===== config.mk =====
export PLATFORM = sky130hd
export DESIGN_NAME = ccr_core_regs
export DESIGN_NICKNAME = d
export VERILOG_FILES = /design/src/common/ccr_pkg.sv /design/src/logic/ccr_pin_sync.sv /design/src/logic/ccr_ret_stack.sv /design/src/logic/ccr_core_regs.sv
export SDC_FILE = /design/constraint.sdc
export NUM_CORES = 1
export LEC_CHECK = 0
export ABC_CLOCK_PERIOD_IN_PS = 9500
export BUFFER_PORTS_ARGS = -buffer_cell sky130_fd_sc_hd__buf_4
export CORE_ASPECT_RATIO = 1.25
export CORE_UTILIZATION = 60
export DETAILED_ROUTE_END_ITERATION = 7
export PLACE_DENSITY = 0.85
export RECOVER_POWER = 50
export SLEW_MARGIN = 20
export SYNTH_ARGS = -nofsm -noshare
export SYNTH_HDL_FRONTEND = slang
export SYNTH_SLANG_ARGS = --single-unit

===== constraint.sdc =====
create_clock -name clk_sys -period 9.5 [get_ports clk_sys]
set_clock_uncertainty 0.05 [all_clocks]
set_input_delay 0.95 -clock clk_sys [delete_from_list [all_inputs] [get_ports clk_sys]]
set_output_delay 0.95 -clock clk_sys [all_outputs]
set_load 0.03 [all_outputs]

===== src/common/ccr_pkg.sv =====
`default_nettype none
package ccr_pkg;

  // ----------------------------------------------------------------
  // widths and map
  // ----------------------------------------------------------------
  localparam int          PC_W        = 12;
  localparam int          DATA_W      = 8;
  localparam int          PAGE_W      = 2;
  localparam int          STACK_DEPTH = 6;
  localparam int          STATIC_BIT  = 11;
  localparam int          SYNC_STAGES = 2;

  localparam logic [7:0]  ADDR_PTR1   = 8'h80;
  localparam logic [7:0]  ADDR_PTR2   = 8'h81;
  localparam logic [7:0]  ADDR_SD1    = 8'h82;
  localparam logic [7:0]  ADDR_SD2    = 8'h83;
  localparam logic [7:0]  ADDR_ACC    = 8'hff;

  // ----------------------------------------------------------------
  // reset values and vectors
  // ----------------------------------------------------------------
  localparam logic [7:0]  REG_RESET   = 8'h00;
  localparam logic [11:0] PC_RESET    = 12'hffe;
  localparam logic [11:0] PC_NMI_VEC  = 12'hffc;
  localparam logic [1:0]  PAGE_STATIC = 2'h1;

  // ----------------------------------------------------------------
  // types
  // ----------------------------------------------------------------
  typedef enum logic [2:0] {
    PC_HOLD,
    PC_NEXT,
    PC_JUMP,
    PC_CALL,
    PC_BRANCH,
    PC_IRQ,
    PC_RET,
    PC_SERVICE_EXIT_INSTRUCTION
  } ccr_pc_op_t;

  typedef enum logic [1:0] {
    MODE_NORMAL,
    MODE_IRQ,
    MODE_NMI
  } ccr_mode_t;

  typedef struct packed {
    ccr_pc_op_t  op;
    logic [11:0] target;
    logic [7:0]  offset;
  } ccr_pc_cmd_t;

  typedef struct packed {
    logic carry;
    logic zero;
  } ccr_flags_t;

endpackage
`default_nettype wire


===== src/logic/ccr_pin_sync.sv =====
`timescale 1ns/1ns
`default_nettype none
module ccr_pin_sync (
  input  wire logic clk_sys,
  input  wire logic rst,
  input  wire logic pin_in,
  output logic      level,
  output logic      fall
);

  logic meta_q;
  logic sync_q;
  logic last_q;

  // ----------------------------------------------------------------
  // two-stage synchroniser, idle high
  // ----------------------------------------------------------------
  always_ff @(posedge clk_sys) begin
    if (rst) begin
      meta_q <= 1'b1;
      sync_q <= 1'b1;
      last_q <= 1'b1;
    end else begin
      meta_q <= pin_in;
      sync_q <= meta_q;
      last_q <= sync_q;
    end
  end

  assign level = sync_q;
  assign fall  = last_q & ~sync_q;

endmodule
`default_nettype wire


===== src/logic/ccr_ret_stack.sv =====
`timescale 1ns/1ns
`default_nettype none
module ccr_ret_stack #(
  parameter int DEPTH = ccr_pkg::STACK_DEPTH,
  parameter int WIDTH = ccr_pkg::PC_W
) (
  input  wire logic             clk_sys,
  input  wire logic             rst,
  input  wire logic             push,
  input  wire logic             pop,
  input  wire logic [WIDTH-1:0] push_val,
  output logic      [WIDTH-1:0] top_val,
  output logic                  empty
);

  initial begin
    if (DEPTH < 2 || DEPTH > 15 || WIDTH < 1) $error("ccr_ret_stack: bad size");
  end

  logic [WIDTH-1:0] level_q [DEPTH];
  logic [3:0]       count_q;

  // ----------------------------------------------------------------
  // shift register levels; the deepest entry drops off on overflow
  // ----------------------------------------------------------------
  for (genvar i = 0; i < DEPTH; i++) begin : g_lvl
    always_ff @(posedge clk_sys) begin
      if (rst) begin
        level_q[i] <= '0;
      end else if (push) begin
        level_q[i] <= (i == 0) ? push_val : level_q[(i == 0) ? 0 : i-1];
      end else if (pop && !empty) begin
        level_q[i] <= (i == DEPTH-1) ? '0 : level_q[(i == DEPTH-1) ? i : i+1];
      end
    end
  end

  always_ff @(posedge clk_sys) begin
    if (rst) begin
      count_q <= 4'h0;
    end else if (push) begin
      if (count_q != 4'(DEPTH)) count_q <= count_q + 4'h1;
    end else if (pop && !empty) begin
      count_q <= count_q - 4'h1;
    end
  end

  assign top_val = level_q[0];
  assign empty   = (count_q == 4'h0);

endmodule
`default_nettype wire


===== src/logic/ccr_core_regs.sv =====
`timescale 1ns/1ns
`default_nettype none
// Notes on behaviour
// RULE_01 - six visible registers plus three carry/zero flag pairs
// RULE_02 - 8-bit accumulator read and written as data location ff
// RULE_03 - pointer registers at data locations 80 and 81, used indirectly
// RULE_04 - pointers also work as ordinary direct and bit-direct registers
// RULE_05 - short-direct registers at 82 and 83, direct and bit access
// RULE_06 - short-direct mode picks one of the two registers by one bit
// RULE_07 - 12-bit program counter addresses the next program byte
// RULE_08 - page select extends program reach past 4096 bytes
// RULE_09 - counter advances by one after each byte fetch
// RULE_10 - relative branch adds signed offset to the counter
// RULE_11 - jump/call load target, interrupt/reset vector, returns pop
// RULE_12 - low reset pin restarts at program start; idles high
// RULE_13 - nmi pin falling edge, asynchronous, highest priority
// RULE_14 - flag pair follows the mode; switching never clears flags
// RULE_15 - after reset the core runs in nmi mode
// RULE_16 - zero set on zero result, carry reflects carry or borrow
// RULE_17 - six-level 12-bit return stack; overflow loses deepest entry
// RULE_18 - written register value is seen by the very next instruction
module ccr_core_regs #(
  parameter int PAGE_W = ccr_pkg::PAGE_W
) (
  input  wire logic                     clk_sys,
  input  wire logic                     rst,
  input  wire logic                     reset_pin_n,
  input  wire logic                     nmi_pin_n,
  input  wire logic [7:0]               ds_addr,
  input  wire logic [7:0]               ds_wdata,
  input  wire logic                     ds_we,
  input  wire logic                     ds_re,
  output logic      [7:0]               ds_rdata,
  output logic                          ds_hit,
  input  wire logic                     short_sel,
  output logic      [7:0]               short_addr,
  input  wire logic                     ind_sel,
  output logic      [7:0]               ind_addr,
  input  wire ccr_pkg::ccr_pc_cmd_t     pc_cmd,
  input  wire logic [11:0]              irq_vector,
  input  wire logic [PAGE_W-1:0]        program_page_select,
  output logic      [11:0]              program_counter,
  output logic      [PAGE_W+10:0]       rom_addr,
  input  wire logic                     alu_flag_we,
  input  wire logic [7:0]               alu_result,
  input  wire logic                     alu_carry,
  output ccr_pkg::ccr_flags_t           flags,
  output ccr_pkg::ccr_mode_t            mode,
  output logic                          nmi_req,
  output logic      [7:0]               accumulator,
  output logic                          core_rst
);

  initial begin
    if (PAGE_W < 1 || PAGE_W > 4) $error("ccr_core_regs: bad PAGE_W");
  end

  // ----------------------------------------------------------------
  // pin synchronisers and core reset
  // ----------------------------------------------------------------
  logic rpin_level;
  logic npin_fall;

  ccr_pin_sync u_rst_sync (
    .clk_sys (clk_sys),
    .rst     (rst),
    .pin_in  (reset_pin_n),
    .level   (rpin_level),
    .fall    ()
  );

  ccr_pin_sync u_nmi_sync (
    .clk_sys (clk_sys),
    .rst     (rst),
    .pin_in  (nmi_pin_n),
    .level   (),
    .fall    (npin_fall)
  );

  assign core_rst = rst | ~rpin_level; // RULE_12

  // ----------------------------------------------------------------
  // data-space registers
  // ----------------------------------------------------------------
  logic [7:0] pointer_one_q;
  logic [7:0] pointer_two_q;
  logic [7:0] short_direct_one_q;
  logic [7:0] short_direct_two_q;
  logic [7:0] accumulator_q;
  logic [7:0] rdata_q;
  logic       hit_q;
  logic       mapped;

  always_comb begin
    unique case (ds_addr)
      ccr_pkg::ADDR_PTR1, ccr_pkg::ADDR_PTR2,
      ccr_pkg::ADDR_SD1,  ccr_pkg::ADDR_SD2,
      ccr_pkg::ADDR_ACC: mapped = 1'b1;
      default:           mapped = 1'b0;
    endcase
  end

  always_ff @(posedge clk_sys) begin
    if (core_rst) begin
      pointer_one_q      <= ccr_pkg::REG_RESET;
      pointer_two_q      <= ccr_pkg::REG_RESET;
      short_direct_one_q <= ccr_pkg::REG_RESET;
      short_direct_two_q <= ccr_pkg::REG_RESET;
      accumulator_q      <= ccr_pkg::REG_RESET;
    end else if (ds_we) begin
      if (ds_addr == ccr_pkg::ADDR_PTR1) pointer_one_q <= ds_wdata; // RULE_03
      if (ds_addr == ccr_pkg::ADDR_PTR2) pointer_two_q <= ds_wdata; // RULE_04
      if (ds_addr == ccr_pkg::ADDR_SD1) short_direct_one_q <= ds_wdata; // RULE_05
      if (ds_addr == ccr_pkg::ADDR_SD2) short_direct_two_q <= ds_wdata;
      if (ds_addr == ccr_pkg::ADDR_ACC) accumulator_q <= ds_wdata; // RULE_02
    end
  end

  // read data registered; unmapped answers zero with no hit
  always_ff @(posedge clk_sys) begin
    if (core_rst) begin
      rdata_q <= 8'h00;
      hit_q   <= 1'b0;
    end else if (ds_re) begin
      hit_q <= mapped;
      unique case (ds_addr)
        ccr_pkg::ADDR_PTR1: rdata_q <= pointer_one_q;
        ccr_pkg::ADDR_PTR2: rdata_q <= pointer_two_q;
        ccr_pkg::ADDR_SD1:  rdata_q <= short_direct_one_q;
        ccr_pkg::ADDR_SD2:  rdata_q <= short_direct_two_q;
        ccr_pkg::ADDR_ACC:  rdata_q <= accumulator_q;
        default:            rdata_q <= 8'h00;
      endcase
    end else begin
      hit_q <= 1'b0;
    end
  end

  assign ds_rdata    = rdata_q;
  assign ds_hit      = hit_q;
  assign accumulator = accumulator_q; // RULE_18
  // one select bit replaces a full address byte
  assign short_addr  = short_sel ? ccr_pkg::ADDR_SD2 : ccr_pkg::ADDR_SD1; // RULE_06
  assign ind_addr    = ind_sel ? pointer_two_q : pointer_one_q; // RULE_03

  // ----------------------------------------------------------------
  // nmi latch and mode
  // ----------------------------------------------------------------
  ccr_pkg::ccr_mode_t mode_q;
  ccr_pkg::ccr_mode_t nmi_prev_q;
  logic               nmi_pend_q;
  logic               take_irq;
  logic               take_nmi;
  logic               take_service_exit_instruction;

  assign take_irq  = (pc_cmd.op == ccr_pkg::PC_IRQ);
  assign take_nmi  = take_irq && nmi_pend_q &&
                     (mode_q != ccr_pkg::MODE_NMI); // RULE_13
  assign take_service_exit_instruction = (pc_cmd.op == ccr_pkg::PC_SERVICE_EXIT_INSTRUCTION);

  // a new edge in the cycle of service keeps the request pending
  always_ff @(posedge clk_sys) begin
    if (core_rst) begin
      nmi_pend_q <= 1'b0;
    end else if (npin_fall) begin
      nmi_pend_q <= 1'b1; // RULE_13
    end else if (take_nmi) begin
      nmi_pend_q <= 1'b0;
    end
  end

  always_ff @(posedge clk_sys) begin
    if (core_rst) begin
      mode_q     <= ccr_pkg::MODE_NMI; // RULE_15
      nmi_prev_q <= ccr_pkg::MODE_NORMAL;
    end else if (take_nmi) begin
      mode_q     <= ccr_pkg::MODE_NMI; // RULE_14
      nmi_prev_q <= mode_q;
    end else if (take_irq && mode_q == ccr_pkg::MODE_NORMAL) begin
      mode_q <= ccr_pkg::MODE_IRQ;
    end else if (take_service_exit_instruction) begin
      if (mode_q == ccr_pkg::MODE_NMI) mode_q <= nmi_prev_q; // RULE_14
      else mode_q <= ccr_pkg::MODE_NORMAL;
    end
  end

  assign mode    = mode_q;
  assign nmi_req = nmi_pend_q && (mode_q != ccr_pkg::MODE_NMI);

  // ----------------------------------------------------------------
  // flag pairs, one per mode
  // ----------------------------------------------------------------
  ccr_pkg::ccr_flags_t flag_q [3];

  for (genvar m = 0; m < 3; m++) begin : g_flag
    always_ff @(posedge clk_sys) begin
      if (core_rst) begin
        flag_q[m] <= '0;
      end else if (alu_flag_we && mode_q == ccr_pkg::ccr_mode_t'(m)) begin
        flag_q[m].carry <= alu_carry; // RULE_16
        flag_q[m].zero  <= (alu_result == 8'h00); // RULE_16
      end
    end
  end

  assign flags = flag_q[mode_q]; // RULE_01

  // ----------------------------------------------------------------
  // program counter and return stack
  // ----------------------------------------------------------------
  logic [11:0] pc_q;
  logic [11:0] alu_sum;
  logic [11:0] stack_top;
  logic        stack_empty;
  logic        do_push;
  logic        do_pop;

  // branch offset is sign-extended and added through the adder
  assign alu_sum = pc_q + {{4{pc_cmd.offset[7]}}, pc_cmd.offset}; // RULE_10
  assign do_push = (pc_cmd.op == ccr_pkg::PC_CALL) || take_irq;
  assign do_pop  = (pc_cmd.op == ccr_pkg::PC_RET) || take_service_exit_instruction;

  ccr_ret_stack u_stack (
    .clk_sys  (clk_sys),
    .rst      (core_rst),
    .push     (do_push),
    .pop      (do_pop),
    .push_val (pc_q),
    .top_val  (stack_top),
    .empty    (stack_empty)
  );

  always_ff @(posedge clk_sys) begin
    if (core_rst) begin
      pc_q <= ccr_pkg::PC_RESET; // RULE_11
    end else begin
      unique case (pc_cmd.op)
        ccr_pkg::PC_HOLD:   pc_q <= pc_q;
        ccr_pkg::PC_NEXT:   pc_q <= pc_q + 12'h001; // RULE_09
        ccr_pkg::PC_JUMP,
        ccr_pkg::PC_CALL:   pc_q <= pc_cmd.target; // RULE_11
        ccr_pkg::PC_BRANCH: pc_q <= alu_sum; // RULE_10
        ccr_pkg::PC_IRQ:    pc_q <= take_nmi ? ccr_pkg::PC_NMI_VEC : irq_vector;
        ccr_pkg::PC_RET,
        ccr_pkg::PC_SERVICE_EXIT_INSTRUCTION:   pc_q <= stack_empty ? pc_q + 12'h001
                                                : stack_top; // RULE_17
      endcase
    end
  end

  assign program_counter = pc_q; // RULE_07
  // upper half is the static page, lower half is banked
  assign rom_addr = pc_q[ccr_pkg::STATIC_BIT]
                  ? {PAGE_W'(ccr_pkg::PAGE_STATIC), pc_q[10:0]}
                  : {program_page_select, pc_q[10:0]}; // RULE_08

  // ----------------------------------------------------------------
  // checks
  // ----------------------------------------------------------------
  chk_pc_increment: assert property ( // RULE_09
    @(posedge clk_sys) disable iff (core_rst)
    pc_cmd.op == ccr_pkg::PC_NEXT |=> pc_q == $past(pc_q) + 12'h001)
    else $error("pc did not advance by one");

  chk_pc_jump_load: assert property ( // RULE_11
    @(posedge clk_sys) disable iff (core_rst)
    pc_cmd.op inside {ccr_pkg::PC_JUMP, ccr_pkg::PC_CALL}
    |=> pc_q == $past(pc_cmd.target))
    else $error("jump target not loaded");

  chk_branch_sum: assert property ( // RULE_10
    @(posedge clk_sys) disable iff (core_rst)
    pc_cmd.op == ccr_pkg::PC_BRANCH
    |=> pc_q == $past(pc_q) + {{4{$past(pc_cmd.offset[7])}},
                               $past(pc_cmd.offset)})
    else $error("branch sum wrong");

  chk_call_return: assert property ( // RULE_17
    @(posedge clk_sys) disable iff (core_rst)
    (pc_cmd.op == ccr_pkg::PC_CALL) ##1 (pc_cmd.op == ccr_pkg::PC_RET)
    |=> pc_q == $past(pc_q, 2))
    else $error("return address lost");

  chk_nmi_priority: assert property ( // RULE_13
    @(posedge clk_sys) disable iff (core_rst)
    take_irq && nmi_pend_q && mode_q != ccr_pkg::MODE_NMI
    |=> pc_q == ccr_pkg::PC_NMI_VEC && mode_q == ccr_pkg::MODE_NMI)
    else $error("nmi not preferred");

  chk_nmi_edge: assert property ( // RULE_13
    @(posedge clk_sys) disable iff (core_rst)
    npin_fall |=> nmi_pend_q)
    else $error("nmi edge dropped");

  chk_reset_mode: assert property ( // RULE_15
    @(posedge clk_sys)
    core_rst |=> mode_q == ccr_pkg::MODE_NMI && pc_q == ccr_pkg::PC_RESET)
    else $error("reset mode not nmi");

  chk_flag_keep: assert property ( // RULE_14
    @(posedge clk_sys) disable iff (core_rst)
    (mode_q != $past(mode_q)) && !$past(alu_flag_we)
    |-> flag_q[0] == $past(flag_q[0]) && flag_q[1] == $past(flag_q[1])
        && flag_q[2] == $past(flag_q[2]))
    else $error("flags changed on mode switch");

  chk_zero_flag: assert property ( // RULE_16
    @(posedge clk_sys) disable iff (core_rst)
    alu_flag_we ##1 (mode_q == $past(mode_q))
    |-> flags.zero == ($past(alu_result) == 8'h00)
        && flags.carry == $past(alu_carry))
    else $error("flag value wrong");

  chk_acc_write: assert property ( // RULE_18
    @(posedge clk_sys) disable iff (core_rst)
    ds_we && ds_addr == ccr_pkg::ADDR_ACC
    ##1 ds_re && ds_addr == ccr_pkg::ADDR_ACC && !ds_we
    |=> ds_rdata == $past(ds_wdata, 2) && ds_hit)
    else $error("accumulator write not seen");

endmodule
`default_nettype wire


* Word-level counts from Yosys, hierarchy flattened
Memory sizes are Yosys's and may differ from the RTL's. A register that Yosys moved wholly into a read port is not among the register bits.
Cells that the tools add are included.
** Storage, ports and cells
- Flip-flop bits (word level) :: 75
- Bits in writable memories :: 78
- Output and inout bits :: 64
- Memories :: 2
** Memories
- u_stack.level_q :: depth 6, bits a word 12, read ports 6, clocked after Yosys merged registers in 0, write ports 6, line ccr_ret_stack.sv:20 : logic [WIDTH-1:0] level_q [DEPTH];
- flag_q :: depth 3, bits a word 2, read ports 1, clocked after Yosys merged registers in 1, write ports 3, line ccr_core_regs.sv:193 : ccr_pkg::ccr_flags_t flag_q [3];
** Cells by class
- $add $sub $neg :: 4
- Eq/ne operators :: 17
- Muxes and demuxes :: 54
- Bitwise logic cells :: 23
- Reduce and logical (&&, ||, !) cells :: 29
** Operators with widths (count)
- $mux W12 :: 14
- $pmux W12 S5 :: 1
- $eq A8 B8 Y1 const B :: 5
- $pmux W8 S5 :: 1
- $mux W1 :: 28
- $or A1 B1 Y1 :: 19
- $mux W13 :: 1
- $add A12 B1 Y12 const B :: 1
- $add A12 B12 Y12 :: 1
- $eq A3 B3 Y1 const B :: 4
- $mux W4 :: 3
- $reduce_and A2 Y1 :: 6
- $mux W2 :: 5
- $logic_and A1 B1 Y1 :: 8
- $logic_not A8 Y1 :: 1
- $mux W8 :: 1
- $reduce_or A2 Y1 :: 4
- $eq A3 B2 Y1 const B :: 2
- $reduce_bool A2 Y1 :: 3
- $reduce_or A5 Y1 :: 1
- $add A4 B1 Y4 const B :: 1
- $logic_not A4 Y1 :: 1
- $ne A4 B3 Y1 const B :: 1
- $sub A4 B1 Y4 const B :: 1
- 11 further kinds :: 14

* Longest topological paths before layout
Gate-level depths: netlist (run 1).
- Word-level depth :: 8
- Depth in mapped cells :: 11
- Gate-level depth less buffers :: 9

* Modules after synthesis
A second synthesis (run 1) with hierarchy kept.
** Unflattened totals
- Cell total of the unflattened synthesis :: 854
- Area total of the unflattened synthesis :: 8086.5 µm²
** By module, submodules not included
- ccr_core_regs :: times used 1, cells each 565, area each 4513.1 µm², sequential area each 1541.5 µm²
- ccr_ret_stack :: times used 1, cells each 275, area each 3403.3 µm², sequential area each 2242.2 µm²
- ccr_pin_sync :: times used 2, cells each 7, area each 85.1 µm², sequential area each 60.1 µm²

* Worst setup path before layout (run 1)
OpenSTA, ideal clock, no wires.
- Kind :: input -> register
- Start :: input rst
- End :: memory u_stack.level_q[0][0] (netlist name), enable pin
- Library setup time :: 0.816 ns
- Data arrival time :: 3.032 ns
- Required time :: 8.634 ns
- Path slack :: 5.602 ns
- Stages on the path :: 4
- Path through :: nor2b_1 > clkbuf_1 > clkbuf_1 > nand3_1
** RTL lines
- start, declared :: line ccr_core_regs.sv:26 : input wire logic rst,
- end, declared :: line ccr_ret_stack.sv:20

* Worst setup path in the final report (run 1)
- Start :: input rst
- End :: register rdata_q[5] (netlist: ds_rdata[5])
** On the way
- Cells in the longest elaborated chain, start to end :: 1
** Ends and longest elaborated chain
- $or A1 B1 Y1 :: line ccr_core_regs.sv:80 : assign core_rst = rst | ~rpin_level;
- end signal, assigned :: line ccr_core_regs.sv:127 : ccr_pkg::ADDR_PTR1: rdata_q <= pointer_one_q;
- end signal, assigned :: line ccr_core_regs.sv:128 : ccr_pkg::ADDR_PTR2: rdata_q <= pointer_two_q;
- end signal, assigned :: line ccr_core_regs.sv:129 : ccr_pkg::ADDR_SD1: rdata_q <= short_direct_one_q;
- end, declared :: line ccr_core_regs.sv:90 : logic [7:0] rdata_q;
No other way between the ends.
A chain may end at the register's enable or synchronous reset.

==> flow_metrics.py, run 1 <==
metrics = {
    "global_routing": {
        "grt_max_degree": 73,
        "grt.total_usage": 0.305,
        "antenna_found_initial": 0,
        "grt_pass1_vias": 6037,
        "grt_pass1_wl_mm": 30.3,
        "grt_overflow_total": 0,
    },
    "cells_and_area": {
        "area_delta_synth_final_pct": 16.1,
        "nFillCells": 956,
        "drive_gt1_frac": 0.156,
        "fin_nets": 925,
        "n_antenna_cell": 0,
        "final_common_cell": "nand2_1",
        "layout_common_cells": "90 x nand2_1, 78 x edfxtp_1, 77 x dfxtp_1, 73 x buf_4, 68 x a22o_1",
        "finalNonFillerCells": 1015,
        "fin_area_sq_mm": 0.00890,
        "final_util": 0.725,
    },
    "sta": {
        "holdWs_ns": 0.361,
        "finalCritPeriodShare": 0.430,
        "fmax_mhz": 245,
        "finalSetupViolCount": 0,
        "maxSlewViolCount": 42,
        "rsz0062_at_grt": "no",
        "worst_pin_slew_ns": 1.74,
        "relSlewSlack": -0.162,
        "fin_crit_ns": 4.09,
        "finalHoldViolations": 0,
        "finalSetupTns_ns": 0,
    },
    "routing": {
        "route.detailed.drc": 0,
        "dr.pass1.iters": 6,
        "viasPerCell": 6.40,
        "post_drt_wl_per_cell_um": 19.4,
        "ant_nets": 0,
        "vias": 6501,
        "wirelength_mm": 19.7,
        "drt_iter0_drc": 623,
    },
    "clocking": {
        "holdBufCountCts": 0,
        "ctsResizeCount": 0,
        "cts_max_level": 4,
        "cts_tree": "done",
        "clkLatencyLatePin_ns": 0.42,
        "clockBufferDepth": 2,
        "cts_setup_buffers": 0,
        "cts_root_buffer": "clkbuf_16",
        "numCtsBuffers": 17,
        "cts.sinks": 155,
        "clk_pin_slew_worst_paths_ns": 0.06,
    },
    "logic_synthesis": {
        "yosys_warnings": 0,
        "synth_flop_cell": "edfxtp_1",
        "synth_edf_count": 78,
        "synth.distinct_cells": 68,
        "syn_area_sq_mm": 0.00767,
        "syn_inst": 748,
        "yosys.area.top_type": "edfxtp_1",
        "synth-seq-area-share": 0.507,
        "ys_ff_latch": 155,
        "synthTopCellsByArea": "edfxtp_1 31%, dfxtp_1 20%, a22o_1 7.8%, nand2_1 4.4%, a21oi_1 4.2%",
        "synth.avg_cell_area_sq_um": 10.2,
        "yosys.area.top_type_share": 0.306,
        "async_flop_share": 0,
    },
    "worst_setup_path": {
        "path_common_cell": "clkbuf_1",
        "crit_fanout": 41,
        "crit_chain": "clkbuf_1 -> nor2b_1 -> clkbuf_1 -> clkinv_1 -> clkbuf_1 -> nor2_1 -> a22o_1",
        "path_class": "in -> reg",
        "slowest_stage": "clkbuf_1",
        "critPathLaunchType": "input port",
        "max_stage_delay_ns": 0.83,
        "cp-end-kind": "register",
        "path_buf_inv": 4,
        "path_delay_family": "buffers and inverters",
        "cp.required_ns": 9.81,
        "cp.arrival_ns": 4.40,
    },
    "placement": {
        "dpl_cell_area_sq_mm": 0.00854,
        "numPlacedInstances": 983,
        "dp_hpwl_mm": 13.7,
        "io_buffers": 125,
        "gp_congestion": 0.956,
    },
    "die": {
        "rows": 45,
        "die-area_sq_mm": 0.0132,
        "placeableCoreArea_sq_mm": 0.0123,
        "die_height_um": 128,
        "fp.dieW_um": 103,
        "start_util": 0.625,
        "ioPinCount": 135,
    },
    "power_and_ir_drop": {
        "p_leak_uw": 0.00333,
        "powerDensity_mw_per_mm2": 199,
        "ir_drop_mv": 0.173,
    },
    "worst_hold_path": {
        "worstHoldPathType": "reg -> reg",
    },
    "flow_run": {
        "drv_cap": 1,
    },
    "status": {
        "status": "finished, violations left",
        "failed_checks": "capacitance limit, slew limit",
    },
}
-- worst reg2reg max path, stage by stage (launching register included) --
cell and delay [ns]:
dfxtp_1 0.30, nor2b_1 0.11, clkbuf_1 0.68, clkinv_1 0.80
clkbuf_1 0.83, nor2_1 0.67, a22o_1 0.23
-- metal layers --
metal	up-vias	part of all wire	GRT usage
li1	2968	-	-
met1	3087	0.38	0.369
met2	371	0.49	0.491
met3	75	0.080	0.0728
met4	0	0.053	0.188
met5	-	0	0
-- flip-flops by register name (all words and copies together), names as in the netlist, named ones only --
register,flops
u_rst_sync.meta_q,1
accumulator,8
short_direct_two_q,8
mode,2
flag_q,6
short_direct_one_q,8
ds_hit,1
pointer_two_q,8
u_stack.count_q,4
nmi_pend_q,1
u_nmi_sync.last_q,1
u_rst_sync.level,1
pointer_one_q,8
ds_rdata,8
nmi_prev_q,2
u_nmi_sync.meta_q,1
u_stack.level_q,72
program_counter,12
u_nmi_sync.level,1
-- worst paths after layout --
path | startpoint | to | slack, ns | depth (start not counted)
max reg2reg | u_rst_sync.level | ds_rdata[5] | 5.77 | 6
min reg2reg | u_rst_sync.meta_q | u_rst_sync.level | 0.36 | 1
min | u_rst_sync.meta_q | u_rst_sync.level | 0.36 | 1
max | rst | ds_rdata[5] | 5.41 | 7
-- synthesized netlist by cell type (4+ instances only) --
master    number
a211oi_1       4
a21o_1         5
a21oi_1       64
a222oi_1      13
a22o_1        68
a22oi_1        9
a32oi_1        4
and2_1        14
buf_2         20
buf_4         20
clkbuf_1      20
dfxtp_1       77
edfxtp_1      78
ha_1          14
inv_1         12
mux2_2         8
mux2i_1        4
nand2_1       90
nand2b_1       5
nand3_1       47
nand4_1        7
nor2_1        27
nor2b_1        9
nor3_1        10
o211ai_1      10
o21ai_0       18
or2_2          9
xnor2_1       14
xor2_1         8
-- through the flow --
step / worst slack (ns) / power, uW
floorplan: 5.60 / 1030
global placement: 6.05 / 1120
detailed placement: 6.12 / 1130
CTS: 6.16 / 1790
global route: 5.12 / 1840
finish: 5.41 / 1780
-- kinds of logic after synthesis --
family,after synthesis,synth area share
other,2,0.000980
buffers and inverters,78,0.0543
muxes,12,0.0170
xor gates and xnor gates,22,0.0251
and+or+nand+nor,239,0.157
AOI/OAI and AO/OA,224,0.211
adders and majority gates,16,0.0281
DFF,155,0.507
-- final cells by class --
type | count | area [sq um] | share of cell area
repair buffers | 131 | 782 | 0.0879
inverters | 13 | 48.8 | 0.00548
multi-input cells | 520 | 3390 | 0.381
flip-flops and latches | 155 | 3880 | 0.436
well taps | 164 | 205 | 0.0231
clock buffers | 21 | 483 | 0.0543
clock inverters | 11 | 104 | 0.0117
-- report_power, final --
part,internal [uW],switching (uW),total (uW)
sequential,763,55.2,818
clock,394,273,667
combinational,109,181,289
Note: power is estimated with default switching activity, not from simulation.
==> inputs of run 2 (changes only) <==
--- a/config.mk
+++ b/config.mk
@@ -5,12 +5,13 @@
 export SDC_FILE = /design/constraint.sdc
 export NUM_CORES = 1
 export LEC_CHECK = 0
-export ABC_CLOCK_PERIOD_IN_PS = 9500
+export ABC_AREA = 1
+export ABC_CLOCK_PERIOD_IN_PS = 3860
 export BUFFER_PORTS_ARGS = -buffer_cell sky130_fd_sc_hd__buf_4
 export CORE_ASPECT_RATIO = 1.25
-export CORE_UTILIZATION = 60
+export CORE_UTILIZATION = 57
 export DETAILED_ROUTE_END_ITERATION = 7
-export PLACE_DENSITY = 0.85
+export PLACE_DENSITY = 0.81
 export RECOVER_POWER = 50
 export SLEW_MARGIN = 20
 export SYNTH_ARGS = -nofsm -noshare
==> constraint.sdc (replaced) <==
create_clock -name clk_sys -period 3.86 [get_ports clk_sys]
set_clock_uncertainty 0.05 [all_clocks]
set_input_delay 0.386 -clock clk_sys [delete_from_list [all_inputs] [get_ports clk_sys]]
set_output_delay 0.386 -clock clk_sys [all_outputs]
set_load 0.03 [all_outputs]
==> flow_metrics.py, run 2 <==
metrics = {
    "status": {
        "status": "finished clean",
    },
    "placement": {
        "io_buffers": 125,
        "dp_hpwl_mm": 14.0,
        "dpl_cell_area_sq_mm": 0.00909,
        "numPlacedInstances": 1277,
        "gp_congestion": 0.913,
    },
    "power_and_ir_drop": {
        "p_int_uw": 2990,
        "p_leak_uw": 0.00407,
        "net-switching-power_uw": 1280,
        "p_comb_frac": 0.176,
        "clkPwrFrac": 0.372,
        "finalPower_uw": 4270,
        "sw_frac_of_total": 0.299,
        "ir_drop_mv": 0.258,
        "powerDensity_mw_per_mm2": 454,
        "seqPwrFrac": 0.452,
    },
    "clocking": {
        "cts_max_level": 4,
        "clockBufferDepth": 2,
        "cts_root_buffer": "clkbuf_16",
        "cts_setup_buffers": 0,
        "numCtsBuffers": 17,
        "cts_tree": "done",
        "ctsResizeCount": 0,
        "clkLatencyLatePin_ns": 0.42,
        "clk_pin_slew_worst_paths_ns": 0.06,
        "holdBufCountCts": 0,
        "cts.sinks": 155,
    },
    "die": {
        "fp.dieW_um": 109,
        "placeableCoreArea_sq_mm": 0.0139,
        "start_util": 0.589,
        "die-area_sq_mm": 0.0149,
        "rows": 48,
        "ioPinCount": 135,
        "die_height_um": 136,
    },
    "worst_setup_path": {
        "r2r_cells": 5,
        "critPathLaunchType": "register",
        "crit_chain": "nand2_1 -> inv_1 -> nand3_2 -> clkbuf_2 -> o22ai_1",
        "max_stage_delay_ns": 0.88,
        "cp.arrival_ns": 2.85,
        "cp-end-kind": "register",
        "cp.required_ns": 3.94,
        "path_class": "reg -> reg",
        "r2r_setup_slack_ns": 1.08,
        "crit_fanout": 60,
        "slowest_stage": "clkbuf_2",
    },
    "routing": {
        "vias": 7084,
        "post_drt_wl_per_cell_um": 14.6,
        "route.detailed.drc": 0,
        "ant_nets": 0,
        "wirelength_mm": 19.2,
        "drt_iter0_drc": 539,
        "viasPerCell": 5.41,
        "dr.pass1.iters": 5,
    },
    "flow_run": {
        "drv_cap": 0,
    },
    "global_routing": {
        "antenna_found_initial": 0,
        "grt_pass1_vias": 6460,
        "grt_pass1_wl_mm": 30.7,
        "grt_overflow_total": 0,
        "grt_max_degree": 61,
        "grt.total_usage": 0.267,
    },
    "logic_synthesis": {
        "yosys.area.top_type_share": 0.285,
        "yosys_warnings": 0,
        "synth.avg_cell_area_sq_um": 8.05,
        "syn_area_sq_mm": 0.00821,
        "yosys.area.top_type": "edfxtp_1",
        "synth.distinct_cells": 45,
        "synth_most_common_cell": "nand2_1",
        "synth_edf_count": 78,
        "synth_common_cells": "176 x nand2_1, 171 x inv_1, 79 x nor2_1, 78 x edfxtp_1, 77 x dfxtp_1",
        "async_flop_share": 0,
        "syn_inst": 1019,
        "synth-seq-area-share": 0.473,
        "ys_ff_latch": 155,
        "synth_flop_cell": "edfxtp_1",
        "synthTopCellsByArea": "edfxtp_1 29%, dfxtp_1 19%, nand2_1 8.1%, inv_1 7.8%, o22ai_1 4.7%",
    },
    "cells_and_area": {
        "largest_reg_flops": 72,
        "n_antenna_cell": 0,
        "fin_nets": 1208,
        "final_util": 0.675,
        "fin_area_sq_mm": 0.00941,
        "finalNonFillerCells": 1309,
        "layout_common_cells": "179 x nand2_1, 172 x inv_1, 80 x nor2_1, 78 x edfxtp_1, 77 x dfxtp_1",
        "area_delta_synth_final_pct": 14.7,
        "nFillCells": 1194,
        "drive_gt1_frac": 0.131,
        "top_register": "u_stack.level_q",
        "final_common_cell": "nand2_1",
    },
    "worst_hold_path": {
        "worstHoldPathType": "in -> reg",
        "holdPathStages": 2,
    },
    "sta": {
        "finalCritPeriodShare": 0.719,
        "maxSlewViolCount": 0,
        "finalHoldViolations": 0,
        "rsz0062_at_grt": "no",
        "fmax_mhz": 360,
        "fin_crit_ns": 2.78,
        "finalSetupViolCount": 0,
        "finalSetupTns_ns": 0,
        "worst_pin_slew_ns": 1.17,
        "relSlewSlack": 0.219,
    },
}
[run 2: changes by cell type after synthesis, moves of 13 or more]
cell	delta
and2_1	-14
inv_1	+159
nand3_1	+28
nor2_1	+52
a222oi_1	-13
o21ai_0	+51
a22o_1	-68
o22ai_1	+59
nand2_1	+86
[run 2: kinds of logic (layout without fill, tap and decap cells)]
family / Yosys count / count (layout) / synth area share
AO/OA/AOI/OAI: 219 / 219 / 0.152
XOR/XNOR: 6 / 6 / 0.00640
adder cells (fa/ha/maj): 16 / 16 / 0.0262
other: 2 / 7 / 0.000915
buffers and inverters: 230 / 340 / 0.122
flip-flops: 155 / 155 / 0.473
AND/OR/NAND/NOR: 391 / 391 / 0.219
[run 2: critical path: cells and delay by family (launching register included)]
kind                   cells  cell delay [ns]
DFF                        1             0.31
buffers and inverters      2             1.33
AOI/OAI and AO/OA          1             0.18
and+or+nand+nor            2             0.56
[run 2: cell type report]
type	instances	area [sq um]	area share
Multi-Input combinational cell	639	3310	0.352
Sequential cell	155	3880	0.413
Clock inverter	15	136	0.0145
Timing Repair Buffer	129	756	0.0803
Inverter	179	673	0.0716
Tap cell	175	219	0.0233
Clock buffer	17	425	0.0452
[run 2: path summary, 6_finish.rpt]
path                     startpoint                    end
hold reg to reg   u_nmi_sync.meta_q       u_nmi_sync.level
setup / recovery   u_rst_sync.level  u_stack.level_q[1][6]
setup reg to reg   u_rst_sync.level  u_stack.level_q[1][6]
hold / removal          reset_pin_n      u_rst_sync.meta_q
[run 2: routing by layer]
layer,part of all wire,wire (um),vias up,GRT usage
met5,0,0,-,0
met2,0.50,9680,232,0.456
met1,0.42,7970,3240,0.329
met4,0.027,511,0,0.120
met3,0.053,1010,38,0.0422
li1,-,-,3574,-
[run 2: per-stage QoR]
step | hold WS [ns] | worst slack (ns)
floorplan | 0.339 | 0.440
detailed placement | 0.348 | 1.41
finish | 0.0991 | 1.08
CTS | 0.0861 | 1.63
global placement | 0.350 | 1.46
global route | 0.0840 | 0.883
[run 2: power by group through the flow]
stage,Sequential (uW),Combinational (uW),Clock (uW)
floorplan,1970,537,0
CTS,1930,786,1600
global placement,1960,767,0
detailed placement,1960,779,0
finish,1930,752,1590
global route,1940,831,1670
